<file path="config.mk">
export PLATFORM = sky130hd
export DESIGN_NAME = pll_core
export DESIGN_NICKNAME = d
export VERILOG_FILES = /design/src/pll_pkg.sv /design/src/tick_if.sv /design/src/edge_sync.sv /design/src/pulse_divider.sv /design/src/pll_core.sv
export SDC_FILE = /design/constraint.sdc
export NUM_CORES = 1
export LEC_CHECK = 0
export CAP_MARGIN = 10
export CORE_ASPECT_RATIO = 1.2
export CORE_UTILIZATION = 45
export DETAILED_ROUTE_END_ITERATION = 7
export DONT_BUFFER_PORTS = 1
export HOLD_SLACK_MARGIN = 0.05
export PLACE_DENSITY_LB_ADDON = 0.12
export SLEW_MARGIN = 40
export SYNTH_ARGS = -nofsm -noshare
export SYNTH_HDL_FRONTEND = slang
export SYNTH_SLANG_ARGS = --single-unit
</file>
<file path="constraint.sdc">
create_clock -name i_sys_clk -period 7.5 [get_ports i_sys_clk]
set_clock_uncertainty 0.05 [all_clocks]
set_input_delay 0.375 -clock i_sys_clk [delete_from_list [all_inputs] [get_ports i_sys_clk]]
set_output_delay 0.375 -clock i_sys_clk [all_outputs]
set_load 0.05 [all_outputs]
</file>
<file path="src/pll_pkg.sv">
// Shared constants for the synthesizer divider and lock detector logic
package pll_pkg;
   // Clock and window timing
   localparam int CLK_PERIOD_NS = 5;
   localparam int ONESHOT_NS = 10;
   localparam int ONESHOT_CYC_I = (ONESHOT_NS + CLK_PERIOD_NS - 1) / CLK_PERIOD_NS;
   // Reference path divider
   localparam int REF_DIV_W = 14;
   localparam logic [REF_DIV_W-1:0] REF_DIV_MIN = 14'h0001;
   localparam logic [REF_DIV_W-1:0] REF_DIV_MAX = 14'h3fff;
   // RF path divider, wide enough for the integer-mode maximum
   localparam int N_DIV_W = 17;
   localparam logic [N_DIV_W-1:0] N_FRAC_MIN = 17'h00024;
   localparam logic [N_DIV_W-1:0] N_FRAC_MAX = 17'h0ffff;
   localparam logic [N_DIV_W-1:0] N_INT_MIN = 17'h00020;
   localparam logic [N_DIV_W-1:0] N_INT_MAX = 17'h1001f;
   // Lock detector fields
   localparam int WINCNT_W = 16;
   localparam int GAP_W = 16;
   localparam int RING_CFG_W = 4;
   localparam int ONESHOT_DUR_W = 8;
   localparam logic [GAP_W-1:0] ONESHOT_CYC = GAP_W'(ONESHOT_CYC_I);
   localparam logic [GAP_W-1:0] GAP_SAT = 16'hffff;
   // Reset values
   localparam logic [WINCNT_W-1:0] WINCNT_RST = 16'h0000;
   localparam logic [GAP_W-1:0] GAP_RST = 16'h0000;
endpackage : pll_pkg

</file>
<file path="src/tick_if.sv">
// One-cycle event carrier between the synchronizer, the dividers and the top
interface tick_if;
   logic tick;
   modport src (output tick);
   modport dst (input tick);
endinterface : tick_if

</file>
<file path="src/edge_sync.sv">
// Two-flop synchronizer with rising-edge detect for an asynchronous pin
module edge_sync (
   // Clock and reset
   input wire logic i_sys_clk,
   input wire logic i_rst_b,
   // Pin
   input wire logic i_pin,
   // Rising-edge event
   tick_if.src o_edge
);
   typedef struct packed {
      logic meta;
      logic sync;
      logic prev;
      logic rise;
   } sync_state_t;

   sync_state_t cur;
   sync_state_t next_cur;

   always_comb begin
      next_cur = cur;
      next_cur.meta = i_pin;
      next_cur.sync = cur.meta;
      // Only the second stage feeds the edge detector
      next_cur.prev = cur.sync;
      next_cur.rise = cur.sync & ~cur.prev;
   end

   always_ff @(posedge i_sys_clk or negedge i_rst_b) begin
      if (!i_rst_b) begin
         cur <= '0;
      end else begin
         cur <= next_cur;
      end
   end

   assign o_edge.tick = cur.rise;
endmodule : edge_sync

</file>
<file path="src/pulse_divider.sv">
// Event divider: one output event for every ratio input events
module pulse_divider
   import pll_pkg::*;
(
   // Clock and reset
   input wire logic i_sys_clk,
   input wire logic i_rst_b,
   // Ratio, already clamped by the caller to at least one
   input wire logic [N_DIV_W-1:0] i_ratio,
   // Events in and out
   tick_if.dst i_in,
   tick_if.src o_out
);
   typedef struct packed {
      logic [N_DIV_W-1:0] count;
      logic out;
   } div_state_t;

   div_state_t cur;
   div_state_t next_cur;

   always_comb begin
      next_cur = cur;
      next_cur.out = 1'b0;
      if (i_in.tick) begin
         // Compare with >= so a ratio lowered mid-count cannot strand the counter
         if (cur.count + 17'h00001 >= i_ratio) begin
            next_cur.count = '0;
            next_cur.out = 1'b1;
         end else begin
            next_cur.count = cur.count + 17'h00001;
         end
      end
   end

   always_ff @(posedge i_sys_clk or negedge i_rst_b) begin
      if (!i_rst_b) begin
         cur <= '0;
      end else begin
         cur <= next_cur;
      end
   end

   assign o_out.tick = cur.out;
endmodule : pulse_divider

</file>
<file path="src/pll_core.sv">
// Synthesizer digital core: dividers, phase detector with test controls, lock detector
// Operation
// [RULE1] Reference divider 14-bit, ratio 1 to 16383
// [RULE2] Fractional mode RF ratio 36 to 65535
// [RULE3] Integer mode RF ratio 32 to 65567
// [RULE4] Detector compares divided reference and RF
// [RULE5] Polarity select swaps up and down
// [RULE6] Cleared up enable masks up output
// [RULE7] Cleared down enable masks down output
// [RULE8] Both cleared puts pump high impedance
// [RULE9] Lock detect runs only when enabled
// [RULE10] Window around reference edge checks VCO
// [RULE11] Select cleared: fixed 10 ns window
// [RULE12] Select set: ring periods times count
// [RULE13] Lock after programmed consecutive hits
// [RULE14] One miss clears lock until recount
// [RULE15] Lock flag always readable as status
// [RULE16] Pin shows lock, or read data
// [RULE17] Asymmetric window for delay or advance
// [RULE18] Hit counter: once per compare, saturates
module pll_core
   import pll_pkg::*;
(
   // Clock and reset
   input wire logic i_sys_clk,
   input wire logic i_rst_b,
   // Oscillator inputs, asynchronous
   input wire logic i_ref_in,
   input wire logic i_vco_in,
   // Divider configuration
   input wire logic [REF_DIV_W-1:0] i_ref_ratio,
   input wire logic [N_DIV_W-1:0] i_rf_ratio,
   input wire logic i_frac_mode,
   // Phase detector test controls
   input wire logic i_pump_polarity_swap,
   input wire logic i_pump_up_request_enable,
   input wire logic i_pump_down_request_enable,
   // Lock detector configuration
   input wire logic i_lock_detect_enable,
   input wire logic i_ring_window_sel,
   input wire logic [RING_CFG_W-1:0] i_ring_period_cfg,
   input wire logic [ONESHOT_DUR_W-1:0] i_ring_window_count,
   input wire logic [WINCNT_W-1:0] i_lock_hit_target,
   input wire logic i_win_asym_enable,
   input wire logic i_win_delay_sel,
   // Shared pin and serial readback
   input wire logic i_lock_flag_pin_enable,
   input wire logic i_serial_read_active,
   input wire logic i_serial_read_data,
   // Charge pump requests
   output logic o_cp_up,
   output logic o_cp_dn,
   output logic o_cp_hiz,
   // Divided event monitors
   output logic o_ref_div_tick,
   output logic o_vco_div_tick,
   // Lock status
   output logic o_lock_status,
   output logic o_lock_or_readback_pin
);
   typedef struct packed {
      logic pfd_up;
      logic pfd_dn;
      logic cp_up;
      logic cp_dn;
      logic cp_hiz;
      logic seen_ref;
      logic seen_vco;
      logic [GAP_W-1:0] gap;
      logic [WINCNT_W-1:0] hit_cnt;
      logic lock;
      logic pin;
   } core_state_t;

   core_state_t cur;
   core_state_t next_cur;

   tick_if ref_raw ();
   tick_if vco_raw ();
   tick_if ref_div ();
   tick_if vco_div ();

   logic [N_DIV_W-1:0] ref_ratio_eff;
   logic [N_DIV_W-1:0] rf_ratio_eff;

   // Out-of-range ratios are clamped rather than passed, so the loop never divides by zero
   always_comb begin
      if (i_ref_ratio < REF_DIV_MIN) begin
         ref_ratio_eff = N_DIV_W'(REF_DIV_MIN); // [RULE1]
      end else if (i_ref_ratio > REF_DIV_MAX) begin
         ref_ratio_eff = N_DIV_W'(REF_DIV_MAX); // [RULE1]
      end else begin
         ref_ratio_eff = N_DIV_W'(i_ref_ratio);
      end
   end

   always_comb begin
      rf_ratio_eff = i_rf_ratio;
      if (i_frac_mode) begin
         if (i_rf_ratio < N_FRAC_MIN) begin
            rf_ratio_eff = N_FRAC_MIN; // [RULE2]
         end else if (i_rf_ratio > N_FRAC_MAX) begin
            rf_ratio_eff = N_FRAC_MAX; // [RULE2]
         end
      end else begin
         if (i_rf_ratio < N_INT_MIN) begin
            rf_ratio_eff = N_INT_MIN; // [RULE3]
         end else if (i_rf_ratio > N_INT_MAX) begin
            rf_ratio_eff = N_INT_MAX; // [RULE3]
         end
      end
   end

   edge_sync u_ref_sync (
      .i_sys_clk (i_sys_clk),
      .i_rst_b (i_rst_b),
      .i_pin (i_ref_in),
      .o_edge (ref_raw.src)
   );

   edge_sync u_vco_sync (
      .i_sys_clk (i_sys_clk),
      .i_rst_b (i_rst_b),
      .i_pin (i_vco_in),
      .o_edge (vco_raw.src)
   );

   pulse_divider u_ref_div (
      .i_sys_clk (i_sys_clk),
      .i_rst_b (i_rst_b),
      .i_ratio (ref_ratio_eff),
      .i_in (ref_raw.dst),
      .o_out (ref_div.src)
   );

   // Average fractional modulation of the ratio lies outside this block
   pulse_divider u_rf_div (
      .i_sys_clk (i_sys_clk),
      .i_rst_b (i_rst_b),
      .i_ratio (rf_ratio_eff),
      .i_in (vco_raw.dst),
      .o_out (vco_div.src)
   );

   // Window half-width in system cycles
   logic [GAP_W-1:0] win_cyc;
   logic [GAP_W:0] late_lim;
   logic [GAP_W:0] early_lim;
   logic [GAP_W+RING_CFG_W:0] ring_win;

   always_comb begin
      ring_win = (GAP_W+RING_CFG_W+1)'(i_ring_window_count) * (GAP_W+RING_CFG_W+1)'({1'b0, i_ring_period_cfg} + 5'h01);
      if (i_ring_window_sel) begin
         win_cyc = (ring_win > (GAP_W+RING_CFG_W+1)'(GAP_SAT)) ? GAP_SAT : ring_win[GAP_W-1:0]; // [RULE12]
      end else begin
         win_cyc = ONESHOT_CYC; // [RULE11]
      end
      if (i_win_asym_enable && i_win_delay_sel) begin
         late_lim = {win_cyc, 1'b0}; // [RULE17]
         early_lim = '0;
      end else if (i_win_asym_enable) begin
         late_lim = '0;
         early_lim = {win_cyc, 1'b0}; // [RULE17]
      end else begin
         late_lim = {1'b0, win_cyc};
         early_lim = {1'b0, win_cyc};
      end
   end

   logic r;
   logic v;
   logic pa;
   logic pb;
   logic swap_up;
   logic swap_dn;
   logic cmp_done;
   logic cmp_hit;
   logic [GAP_W:0] gap_p1;

   assign r = ref_div.tick;
   assign v = vco_div.tick;
   assign gap_p1 = {1'b0, cur.gap} + 17'h00001;

   always_comb begin
      next_cur = cur;
      cmp_done = 1'b0;
      cmp_hit = 1'b0;

      // Reference edge sets up, divided VCO edge sets down, both clear together
      pa = cur.pfd_up | r; // [RULE4]
      pb = cur.pfd_dn | v; // [RULE4]
      if (pa && pb) begin
         next_cur.pfd_up = 1'b0;
         next_cur.pfd_dn = 1'b0;
      end else begin
         next_cur.pfd_up = pa;
         next_cur.pfd_dn = pb;
      end
      swap_up = i_pump_polarity_swap ? next_cur.pfd_dn : next_cur.pfd_up; // [RULE5]
      swap_dn = i_pump_polarity_swap ? next_cur.pfd_up : next_cur.pfd_dn; // [RULE5]
      next_cur.cp_up = swap_up & i_pump_up_request_enable; // [RULE6]
      next_cur.cp_dn = swap_dn & i_pump_down_request_enable; // [RULE7]
      next_cur.cp_hiz = ~i_pump_up_request_enable & ~i_pump_down_request_enable; // [RULE8]

      // A comparison pairs one reference edge with one VCO edge, or ends as a miss on two edges of the same kind
      if (!i_lock_detect_enable) begin
         next_cur.seen_ref = 1'b0; // [RULE9]
         next_cur.seen_vco = 1'b0;
         next_cur.gap = GAP_RST;
         next_cur.hit_cnt = WINCNT_RST;
         next_cur.lock = 1'b0; // [RULE9]
      end else if (!cur.seen_ref && !cur.seen_vco) begin
         if (r && v) begin
            cmp_done = 1'b1;
            cmp_hit = 1'b1; // [RULE10]
         end else begin
            next_cur.seen_ref = r;
            next_cur.seen_vco = v;
            next_cur.gap = GAP_RST;
         end
      end else if (cur.seen_ref && v) begin
         cmp_done = 1'b1;
         cmp_hit = gap_p1 <= late_lim; // [RULE10]
         next_cur.seen_ref = r;
         next_cur.seen_vco = 1'b0;
         next_cur.gap = GAP_RST;
      end else if (cur.seen_vco && r) begin
         cmp_done = 1'b1;
         cmp_hit = gap_p1 <= early_lim; // [RULE10]
         next_cur.seen_vco = v;
         next_cur.seen_ref = 1'b0;
         next_cur.gap = GAP_RST;
      end else if ((cur.seen_ref && r) || (cur.seen_vco && v)) begin
         // A second edge of the same kind means the other one never landed
         cmp_done = 1'b1;
         cmp_hit = 1'b0;
         next_cur.gap = GAP_RST;
      end else if (cur.gap != GAP_SAT) begin
         next_cur.gap = cur.gap + 16'h0001;
      end

      if (cmp_done) begin
         if (!cmp_hit) begin
            next_cur.hit_cnt = WINCNT_RST; // [RULE18]
            next_cur.lock = 1'b0; // [RULE14]
         end else begin
            if (cur.hit_cnt < i_lock_hit_target) begin
               next_cur.hit_cnt = cur.hit_cnt + 16'h0001; // [RULE18]
            end
            next_cur.lock = (next_cur.hit_cnt >= i_lock_hit_target); // [RULE13]
         end
      end

      // Readback owns the pin while a serial read is in progress
      if (i_serial_read_active) begin
         next_cur.pin = i_serial_read_data; // [RULE16]
      end else begin
         next_cur.pin = i_lock_flag_pin_enable & next_cur.lock; // [RULE16]
      end
   end

   always_ff @(posedge i_sys_clk or negedge i_rst_b) begin
      if (!i_rst_b) begin
         cur <= '0;
      end else begin
         cur <= next_cur;
      end
   end

   assign o_cp_up = cur.cp_up;
   assign o_cp_dn = cur.cp_dn;
   assign o_cp_hiz = cur.cp_hiz;
   assign o_ref_div_tick = r;
   assign o_vco_div_tick = v;
   assign o_lock_status = cur.lock; // [RULE15]
   assign o_lock_or_readback_pin = cur.pin;
endmodule : pll_core

</file>
==> key figures, run 1 <==
Route
  – Antenna-violating nets left: 0
  – WL/cell: 15.40 um
  – DRC violations left: 0
  – Iter 0 DRT Violations: 292
  – DRT Wirelength: just under 20 mm
  – Via density: 5.644
  – Vias: approximately 7000
  – Drt first pass iters: 4

Cells and area
  – Util after Layout: 48.99%
  – Nets: 1207
  – Commonest non-fill, non-tap cell in the layout: ha_1
  – N_diodes: 0
  – Fillcell total: 1893
  – Seq. cell area: 2128 um^2
  – Area growth syn-to-layout: 6.783%
  – Layout cells sized above 1: around 4.1%
  – Design area: 9238 um^2
  – Most frequent cells in the layout: ha_1, nand2_1, dfrtp_1
  – Multi-input gate area: roughly 6100 um^2

Synthesis
  – Async SR Flop Fraction: 100.0%
  – Yosys warning total: 0
  – Post-synthesis sequential area ratio: 24.59%
  – Post-synthesis register bit count: 85
  – Post-synth cell types: 81
  – Mapped Area: 8651 um^2
  – Syn avg cell area: 8.548 um^2
  – Post-Synthesis Cells: 1012
  – Number of synthesized flops with an enable pin: 0
  – Dominant synthesized flop cell: dfrtp_1
  – Post-synth net total: 1219

Global routing
  – First-pass GRT wire length: 33.95 mm
  – Grt total ovfl: 0
  – Largest net degree at the start of global routing: 86
  – Antenna violations before repair: 0
  – Tot GR Track Use: 21.17%
  – Number of global-route vias before repair: around 7000

Worst setup path
  – Worst EP required: approximately 7.7 ns
  – CP arrival: 6.85 ns
  – Critical Path Start Type: input pin
  – Critical R2R Capture: o_lock_or_readback_pin
  – Worst Path Max Fanout: 25
  – CP Cell Sequence: ha_1 > xor2_1 > nand2_1 > fa_1 > fa_1 > fa_1 > inv_1 > ha_1 > a21o_1 > a21oi_1 > o211ai_1 > a31o_2 > a21oi_1 > xor2_1 > a32oi_1 > ha_1 > nand4_1 > o41a_1 > a2111oi_4 > o21ai_2 > a211oi_4 > buf_4 > a31oi_1 > o21ai_0
  – Worst stage delay on the critical path: roughly 0.55 ns
  – Crit Path Category: input pin to flip-flop
  – Reg2reg path depth: 16
  – Start of the worst register-to-register path: cur[7]
  – Flop-to-flop setup slack: 3.11 ns
  – CP Capture Type: flip-flop
  – CP max stage cell: fa_1

Power and ir drop
  – Cell-internal power: 1077 uW
  – Clk network pwr share: between 20 and 30%
  – Part of the power in combinational logic: 36.3%
  – Leak pwr: 0.004293 uW
  – Peak VDD IR: ~150 uV
  – Sw Share: 36.20%
  – Switch Pwr: approximately 610 uW
  – PD cells: 182.7 nW/um^2
  – Seq pwr share: between 30% and 40%
  – Final Total Pwr: 1688 uW

Timing
  – Part of the cycle the worst path needs: between 80 and 90%
  – Fmax: 150.6 MHz
  – Slew Limit Fails: 0
  – TNS Setup: 0 ns
  – Final hold violations: 0
  – Min cycle time layout: 6.642 ns
  – Least-Margin Pin Slew: 0.8550 ns
  – Worst setup margin: 0.8580 ns
  – RSZ-0062 raised after global routing: no
  – Final setup violation count: 0
  – Slew margin rel.: 42.79%

CTS
  – Clk_lat worst skew: 0.34 ns
  – Num CTS Buffers: 9
  – CTS clk-pin slew, worst paths: roughly 0.06 ns
  – TritonCTS clock tree: done
  – Clock root buffer: clkbuf_16
  – H-Tree Depth: 3
  – Post-CTS sizing: 0
  – Max Root-Sink Buffers: 2
  – Clock sink count: 85

Min path
  – Hold Path Class: input pin to flip-flop
  – Worst Hold Path Cells: 1
  – Worst hold endpoint: o_cp_dn
  – HP Start: i_pump_down_request_enable

Die
  – Die height: between 150 and 200 um
  – Die Wd: 128.6 um
  – Die ar.: 19790 um^2
  – Io pins: between 80 and 90
  – Starting Density: 45.88%
  – CORE AREA: approximately 19000 um^2
  – Row cnt: 55

Run status
  – Status: completed

Flow run
  – Max Cap Viol: 0

Placement
  – Gpl congestion: ~0.80
  – HPWL Detailed: about 15 mm
  – Port bufs: 0
  – Pre-CTS setup slack: 0.5690 ns
  – Dpl cell area: 8833 um^2
==> layout make-up <==
type	instances	area share (%)
tap	256	3.467
sequential	85	23.04
inverter	80	3.251
clock buffer	10	2.479
clock inverter	5	0.9210
multi-input combinational	813	65.60
timing repair buffer	11	1.246
==> critical path: cells and delay by family <==
kind,cells,cell delay [ns]
compound gates,12,2.65
xor+xnor,2,0.73
fa+ha+maj,6,2.45
buf+inv,2,0.35
simple gates,2,0.28
==> power by group through the flow <==
stage / clock network [uW] / logic [uW] / registers (uW)
6_report: 481 / 612 / 595
5_1_grt: 510 / 712 / 605
4_1_cts: 494 / 617 / 594
3_5_place_dp: 0 / 600 / 601
3_3_place_gp: 0 / 592 / 602
2_1_floorplan: 0 / 492 / 581
==> worst max path at each step <==
| stage | to | from |
|---|---|---|
| 3_5_place_dp | o_lock_or_readback_pin | i_ring_period_cfg[0] |
| 3_3_place_gp | cur[3] | i_ring_period_cfg[0] |
| 2_1_floorplan | cur[13] | i_ring_period_cfg[0] |
| 6_report | cur[3] | i_ring_period_cfg[0] |
| 5_1_grt | cur[2] | i_ring_period_cfg[0] |
| 4_1_cts | o_lock_or_readback_pin | i_ring_period_cfg[0] |
==> metal layers <==
layer	up-vias	part of all wire (%)	GRT usage, %
met5	-	0	0
met4	0	1.6	6.891
met3	21	3.2	2.575
met2	114	48	35.83
met1	3311	47	27.81
li1	3665	-	-
==> flip-flops by register name, indices dropped and copies added, names as in the netlist, 3 cells and up <==
| name | flops |
|---|---|
| cur | 36 |
| u_ref_div.cur | 17 |
| u_rf_div.cur | 17 |
| u_ref_sync.cur | 3 |
| u_vco_sync.cur | 3 |
==> timing repair <==
item,in CTS,in global routing
endpoints found under the hold margin,88,0
hold buffers,6,0
setup buffers,0,0
==> stage by stage <==
step           std cells  hold WS (ns)
6_report            1260        0.1243
4_1_cts             1260        0.1108
5_1_grt             1260        0.1125
2_1_floorplan       1012       0.02941
3_5_place_dp        1239       0.03390
3_3_place_gp        1239       0.03378
==> Yosys cell counts, drive strengths merged (16+ instances only) <==
| cell | number | area [um^2] |
|---|---|---|
| inv | 79 | 296.5 |
| a21oi | 39 | 198.9 |
| xnor2 | 40 | 350.3 |
| dfrtp | 85 | 2127 |
| fa | 18 | 360.4 |
| and2 | 33 | 207.7 |
| ha | 115 | 1439 |
| nor2 | 58 | 220.2 |
| clkbuf | 22 | 83.83 |
| a22o | 18 | 157.7 |
| a31oi | 18 | 112.6 |
| nand3 | 51 | 255.2 |
| o21ai | 65 | 332.8 |
| nand4 | 26 | 168.9 |
| and3 | 16 | 100.1 |
| nand2 | 95 | 359.1 |
| nand2b | 16 | 100.1 |
| nor2b | 19 | 118.9 |
| a21o | 21 | 157.7 |
==> cells by family after synthesis <==
logic type	synth area share [%]
simple gates	21.13
mux	1.172
compound gates	20.84
buf+inv	5.641
xor+xnor	5.366
flops	24.59
fa+ha+maj	21.26
No activity file was read; power rests on OpenSTA's default activity.
==> run 2: changes to the inputs <==
--- a/config.mk
+++ b/config.mk
@@ -10,6 +10,7 @@
 export CORE_UTILIZATION = 45
 export DETAILED_ROUTE_END_ITERATION = 7
 export DONT_BUFFER_PORTS = 1
+export GPL_ROUTABILITY_DRIVEN = 0
 export HOLD_SLACK_MARGIN = 0.05
 export PLACE_DENSITY_LB_ADDON = 0.12
 export SLEW_MARGIN = 40
==> constraint.sdc (replaced) <==
create_clock -name i_sys_clk -period 5.9 [get_ports i_sys_clk]
set_clock_uncertainty 0.05 [all_clocks]
set_input_delay 0.295 -clock i_sys_clk [delete_from_list [all_inputs] [get_ports i_sys_clk]]
set_output_delay 0.295 -clock i_sys_clk [all_outputs]
set_load 0.05 [all_outputs]
==> run 2 against run 1 <==
Effect of this change:
- largest power group unchanged
- clock-buffer cell count unchanged
- highest routed layer unchanged
- first-iteration DRC count increased by 23%
- cell area grew 3.7%
- power up 31%
- clock power is 21% higher
- non-clock buffer count rose by 27
- via count is 2.7% higher
==> key figures, run 2 (synthesis results as in run 1) <==
Die
  – Row cnt: 55
  – Die height: 153.9 um
  – Starting Density: roughly 46%
  – Die Wd: 128.6 um
  – CORE AREA: between 15000 and 20000 um^2
  – Io pins: 81
  – Die ar.: slightly below 20000 um^2

Placement
  – Placed Cells: ~1300
  – Port bufs: 0
  – HPWL Detailed: 15.39 mm
  – Dpl cell area: 9042 um^2

Cells and area
  – Most frequent cells in the layout: ha_1, nand2_1, dfrtp_1
  – Design area: 9578 um^2
  – Non-filler instance count after layout: about 1300
  – Nets: 1234
  – Most flop-heavy register: cur
  – Area growth syn-to-layout: 10.72%
  – Layout cells sized above 1: around 7.6%
  – Util after Layout: 50.80%
  – N_diodes: 0
  – Biggest regs: cur x36, u_ref_div.cur x17, u_rf_div.cur x17
  – Commonest non-fill, non-tap cell in the layout: ha_1
  – Max reg flops: 36

CTS
  – Num CTS Buffers: 9
  – Max Root-Sink Buffers: 2
  – H-Tree Depth: 3
  – Clk_lat worst skew: 0.36 ns
  – Clock sink count: 85
  – CTS clk-pin slew, worst paths: 0.08 ns
  – TritonCTS clock tree: done
  – Clock root buffer: clkbuf_16

Route
  – DRC violations left: 0
  – Antenna-violating nets left: 0
  – Vias: 7301
  – WL/cell: about 16 um
  – DRT Wirelength: 20.04 mm
  – Drt first pass iters: 4
  – Via density: 5.668
  – Iter 0 DRT Violations: between 300 and 400

Worst setup path
  – Reg2reg path depth: 15
  – Worst Path Max Fanout: 11
  – Worst EP required: 6.13 ns
  – CP Capture Type: flip-flop
  – CP arrival: 5.87 ns
  – Critical Path Start Type: input pin
  – Crit Path Category: input pin to flip-flop

Min path
  – Worst Hold Path Cells: 2
  – Hold Path Class: input pin to flip-flop

Timing
  – Fmax: about 180 MHz
  – Hold Slack: 0.08132 ns
  – Part of the cycle the worst path needs: 95.57%
  – Final setup violation count: 0
  – Least-Margin Pin Slew: 0.8139 ns
  – Final hold violations: 0
  – Slew margin rel.: 45.54%
  – Slew Limit Fails: 0
  – Min cycle time layout: about 5.6 ns

Power and ir drop
  – Part of the power in combinational logic: about two fifths
  – Sw Share: 36.64%
  – Leak pwr: 0.004437 uW
  – Seq pwr share: roughly 34%
  – Cell-internal power: 1403 uW
  – Clk network pwr share: 26.4%
  – Switch Pwr: between 800 and 900 uW
  – Peak VDD IR: ~210 uV
  – Final Total Pwr: 2214 uW
  – PD cells: 231.1 nW/um^2

Global routing
  – Number of global-route vias before repair: 7141
  – First-pass GRT wire length: 33.80 mm
  – Antenna violations before repair: 0
  – Tot GR Track Use: 21.05%
  – Largest net degree at the start of global routing: 86
  – Grt total ovfl: 0

Flow run
  – Max Cap Viol: 0

Run status
  – Status: completed
run 2: power groups by stage:
stage                     clock network (uW)  registers, uW  logic, uW
after floorplan                            0            738        649
after global placement                     0            765        835
after detailed placement                   0            764        845
after CTS                                597            755        868
after global routing                     615            767       1010
final                                    584            754        876
run 2: critical path, stage by stage:
cell	delay, ns
ha_4	0.15
and3_4	0.22
nand2_1	0.09
fa_1	0.55
fa_1	0.45
fa_1	0.55
inv_1	0.06
ha_4	0.24
a21o_1	0.20
a21oi_4	0.14
o211ai_1	0.11
a31o_2	0.26
a21oi_2	0.14
xor2_1	0.16
buf_4	0.15
a32oi_1	0.05
ha_1	0.32
nand4_1	0.12
o41a_1	0.38
a2111oi_4	0.31
o21ai_2	0.11
a211oi_4	0.22
buf_6	0.16
buf_12	0.12
a31oi_1	0.10
o21ai_0	0.20
run 2: cell type report:
type,instances,area [um^2]
clock buffers,10,229.0
clock inverters,6,71.32
fillers,1882,9278
inverters,80,300.3
multi-input cells,813,6151
flip-flops and latches,85,2128
well taps,256,320.3
repair buffers,38,377.9
run 2: what timing repair did:
item                                   in CTS  in global routing
setup endpoints to repair                   0                 18
hold buffers                                8                  0
endpoints found under the hold margin      91                  0
setup buffers                               0                  3
gates resized for setup                     0                 12
run 2: routing by layer:
metal | track usage [%] | share of wire [%]
met1 | 27.06 | 47
met2 | 36.42 | 48
met3 | 2.470 | 2.9
met4 | 6.779 | 1.6
met5 | 0 | 0
run 2: path summary, 6_finish.rpt:
check | endpoint | start | slack [ns]
max in group asynchronous | u_ref_sync.o_edge.tick | i_rst_b | 4.98
worst min-delay path | o_lock_or_readback_pin | i_serial_read_active | 0.08
worst max-delay path | cur[3] | i_ring_period_cfg[0] | 0.26
min in group asynchronous | cur[11] | i_rst_b | 0.44
worst max register to register | o_lock_or_readback_pin | cur[3] | 1.53
worst min register to register | u_ref_sync.cur[2] | u_ref_sync.cur[3] | 0.30
run 2: through the flow:
| stage | setup slack (ns) | setup TNS [ns] |
|---|---|---|
| after floorplan | 0.01552 | 0 |
| after global placement | -0.1294 | -1.459 |
| after detailed placement | -0.2245 | -2.675 |
| after CTS | 0.1440 | 0 |
| after global routing | -0.003045 | -0.005205 |
| final | 0.2614 | 0 |
==> run 3: changes to the inputs <==
--- a/config.mk
+++ b/config.mk
@@ -5,7 +5,8 @@
 export SDC_FILE = /design/constraint.sdc
 export NUM_CORES = 1
 export LEC_CHECK = 0
-export CAP_MARGIN = 10
+export ABC_AREA = 1
+export CAP_MARGIN = 30
 export CORE_ASPECT_RATIO = 1.2
 export CORE_UTILIZATION = 45
 export DETAILED_ROUTE_END_ITERATION = 7
==> run 3 against run 2 <==
Effect of this change:
- global-route usage is 0.054 points higher
- clock-buffer cell count is 2 higher
- sequential power shrank 2.8%
- sequential share of layout area is 0.50 points lower
- combinational power shrank 1%
- cell area increased by 2.3%
- via count increased by 11%
- area after synthesis is 2.0% higher
- clock power increased by 3%
- maximum frequency rose by 2.8%
- power is 0.78% lower
- first-iteration DRC count grew 45%
- critical path type unchanged
- critical endpoint is now o_lock_or_readback_pin
==> key figures, run 3 <==
Run status
  – Status: completed

Die
  – Row cnt: 55
  – CORE AREA: 19060 um^2
  – Io pins: 81
  – Die ar.: between 20000 and 25000 um^2
  – Die Wd: 129.8 um
  – Starting Density: 46.28%
  – Die height: about 160 um

CTS
  – Clock sink count: 85
  – Num CTS Buffers: 9
  – TritonCTS clock tree: done
  – Clk_lat worst skew: 0.35 ns
  – CTS clk-pin slew, worst paths: 0.07 ns
  – H-Tree Depth: 3
  – Clock root buffer: clkbuf_16
  – Max Root-Sink Buffers: 2

Cells and area
  – Max reg flops: 36
  – Design area: 9801 um^2
  – Commonest non-fill, non-tap cell in the layout: nand2_1
  – Fillcell total: about 1900
  – Most flop-heavy register: cur
  – Util after Layout: between 50 and 60%
  – Most frequent cells in the layout: nand2_1, inv_1, nor2_1
  – Nets: roughly 1500
  – N_diodes: 0
  – Biggest regs: cur x36, u_ref_div.cur x17, u_rf_div.cur x17
  – Layout cells sized above 1: 6.672%
  – Area growth syn-to-layout: 11.11%

Placement
  – Pre-CTS setup slack: 0.1507 ns
  – Port bufs: 0
  – Dpl cell area: just over 9000 um^2
  – HPWL Detailed: 15.89 mm

Route
  – Vias: 8070
  – Iter 0 DRT Violations: 523
  – Drt first pass iters: 5
  – DRC violations left: 0
  – Via density: 5.173
  – WL/cell: 13.10 um
  – Antenna-violating nets left: 0
  – DRT Wirelength: 20.43 mm

Synthesis
  – Dominant synthesized flop cell: dfrtp_1
  – Most numerous cell in the Yosys netlist: nand2_1
  – Mapped Area: ~8800 um^2
  – Post-synth net total: 1493
  – Yosys top cell by area: dfrtp_1
  – Post-synthesis register bit count: between 80 and 90
  – Post-synthesis sequential area ratio: 24.11%
  – Syn avg cell area: just under 7 um^2
  – Post-Synthesis Cells: 1286
  – Synth area leaders: dfrtp_1, ha_1, nand2_1, inv_1, nor2_1
  – Number of synthesized flops with an enable pin: 0
  – Commonest cells post-synth: nand2_1, inv_1, nor2_1
  – Share of the synthesized area in the top cell type: 24.11%
  – Yosys warning total: 0
  – Post-synth cell types: between 40 and 50
  – Async SR Flop Fraction: 100.0%

Global routing
  – Tot GR Track Use: approximately a fifth
  – Grt total ovfl: 0
  – Antenna violations before repair: 0
  – Largest net degree at the start of global routing: 86
  – First-pass GRT wire length: 34.39 mm
  – Number of global-route vias before repair: 7561

Worst setup path
  – CP arrival: 5.67 ns
  – CP Capture Type: flip-flop
  – Crit Path Category: input pin to flip-flop
  – Worst EP required: 6.08 ns
  – CP max stage cell: fa_1
  – Critical Path Start Type: input pin
  – CP startpoint: i_ring_period_cfg[0]
  – Start of the worst register-to-register path: cur[3]
  – Worst stage delay on the critical path: 0.55 ns
  – Crit-path most repeated cell: nand2_1
  – Worst Path Max Fanout: 9

Timing
  – Slew margin rel.: 47.24%
  – Slew Limit Fails: 0
  – Fmax: 182.4 MHz
  – Final hold violations: 0
  – Hold Slack: roughly 0.074 ns
  – Worst setup margin: 0.4166 ns
  – Min cycle time layout: 5.483 ns
  – Final setup violation count: 0
  – Part of the cycle the worst path needs: 92.94%
  – Least-Margin Pin Slew: 0.7888 ns

Power and ir drop
  – PD cells: 224.1 nW/um^2
  – Seq pwr share: 33.4%
  – Cell-internal power: 1350 uW
  – Clk network pwr share: between 20% and 30%
  – Part of the power in combinational logic: 39.4%
  – Peak VDD IR: 183.8 uV
  – Sw Share: ~39%
  – Switch Pwr: 847.0 uW
  – Leak pwr: ~0.0052 uW

Flow run
  – Max Cap Viol: 0

Min path
  – HP Start: i_lock_detect_enable
  – Hold Path Class: input pin to flip-flop
==> run 3: cell count changes in the layout (fill, tap and decap cells not counted), moves of 15 or more <==
cell	previous run	this run
nand2_1	94	270
o21ai_0	55	78
nand2b_1	16	0
nor2_1	57	116
o22ai_1	7	22
and2_1	31	0
nand3_1	51	86
xnor2_1	39	3
inv_1	79	224
xor2_1	12	39
a21o_1	21	4
a21oi_1	35	64
nor2b_1	19	0
a22o_1	18	0
==> run 3: power groups by stage <==
stage | Combinational (uW) | Clock (uW) | Sequential (uW)
after floorplan | 616 | 0 | 723
after global placement | 760 | 0 | 743
after detailed placement | 772 | 0 | 742
after CTS | 800 | 613 | 733
after global routing | 1010 | 642 | 745
final | 865 | 599 | 733
==> run 3: worst paths after layout <==
kind	cells after the start	slack, ns	endpoint
max	34	0.42	o_lock_or_readback_pin
min	2	0.07	o_lock_status
max reg2reg	22	1.91	o_lock_or_readback_pin
min reg2reg	0	0.30	u_vco_sync.cur[2]
max in group asynchronous	2	4.96	u_vco_sync.o_edge.tick
min in group asynchronous	2	0.44	cur[10]
==> run 3: layout make-up <==
| type | count | area, um^2 | share of cell area (%) |
|---|---|---|---|
| Clock buffer | 12 | 256.5 | 2.617 |
| Clock inverter | 4 | 55.05 | 0.5617 |
| Inverter | 232 | 873.3 | 8.911 |
| Multi-Input combinational cell | 943 | 5897 | 60.17 |
| Sequential cell | 85 | 2128 | 21.72 |
| Tap cell | 256 | 320.3 | 3.268 |
| Timing Repair Buffer | 28 | 270.3 | 2.758 |
==> run 3: critical path: cells and delay by family <==
| kind | cells | cell delay [ns] |
|---|---|---|
| adder cells (fa/ha/maj) | 6 | 2.38 |
| AND/OR/NAND/NOR | 21 | 1.75 |
| buffers and inverters | 4 | 0.83 |
| AO/OA/AOI/OAI | 3 | 0.39 |
==> run 3: kinds of logic after synthesis <==
group,synth area share (%)
and+or+nand+nor,27.13
buffers and inverters,11.19
AOI/OAI and AO/OA,12.68
adders and majority gates,20.40
DFF,24.11
xor gates and xnor gates,4.369
muxes,0.1135
==> run 3: routing by layer <==
layer,wire [um],global-route usage (%),vias up
met5,0,0,-
met4,403,6.146,0
met3,647,2.854,28
met2,9958,37.03,147
met1,9421,26.68,3683
li1,-,-,4212
==> run 3: timing repair <==
action	4_1_cts	5_1_grt
setup buffers	0	7
hold endpoints to repair	108	0
hold buffers	12	0
resized for setup	0	49
setup endpoints to repair	0	15
==> run 3: metrics by stage <==
| step | cells | setup TNS, ns | total power (uW) |
|---|---|---|---|
| after floorplan | 1286 | 0 | 1339 |
| after global placement | 1525 | 0 | 1503 |
| after detailed placement | 1525 | 0 | 1514 |
| after CTS | 1553 | 0 | 2146 |
| after global routing | 1560 | -0.02457 | 2397 |
| final | 1560 | 0 | 2197 |
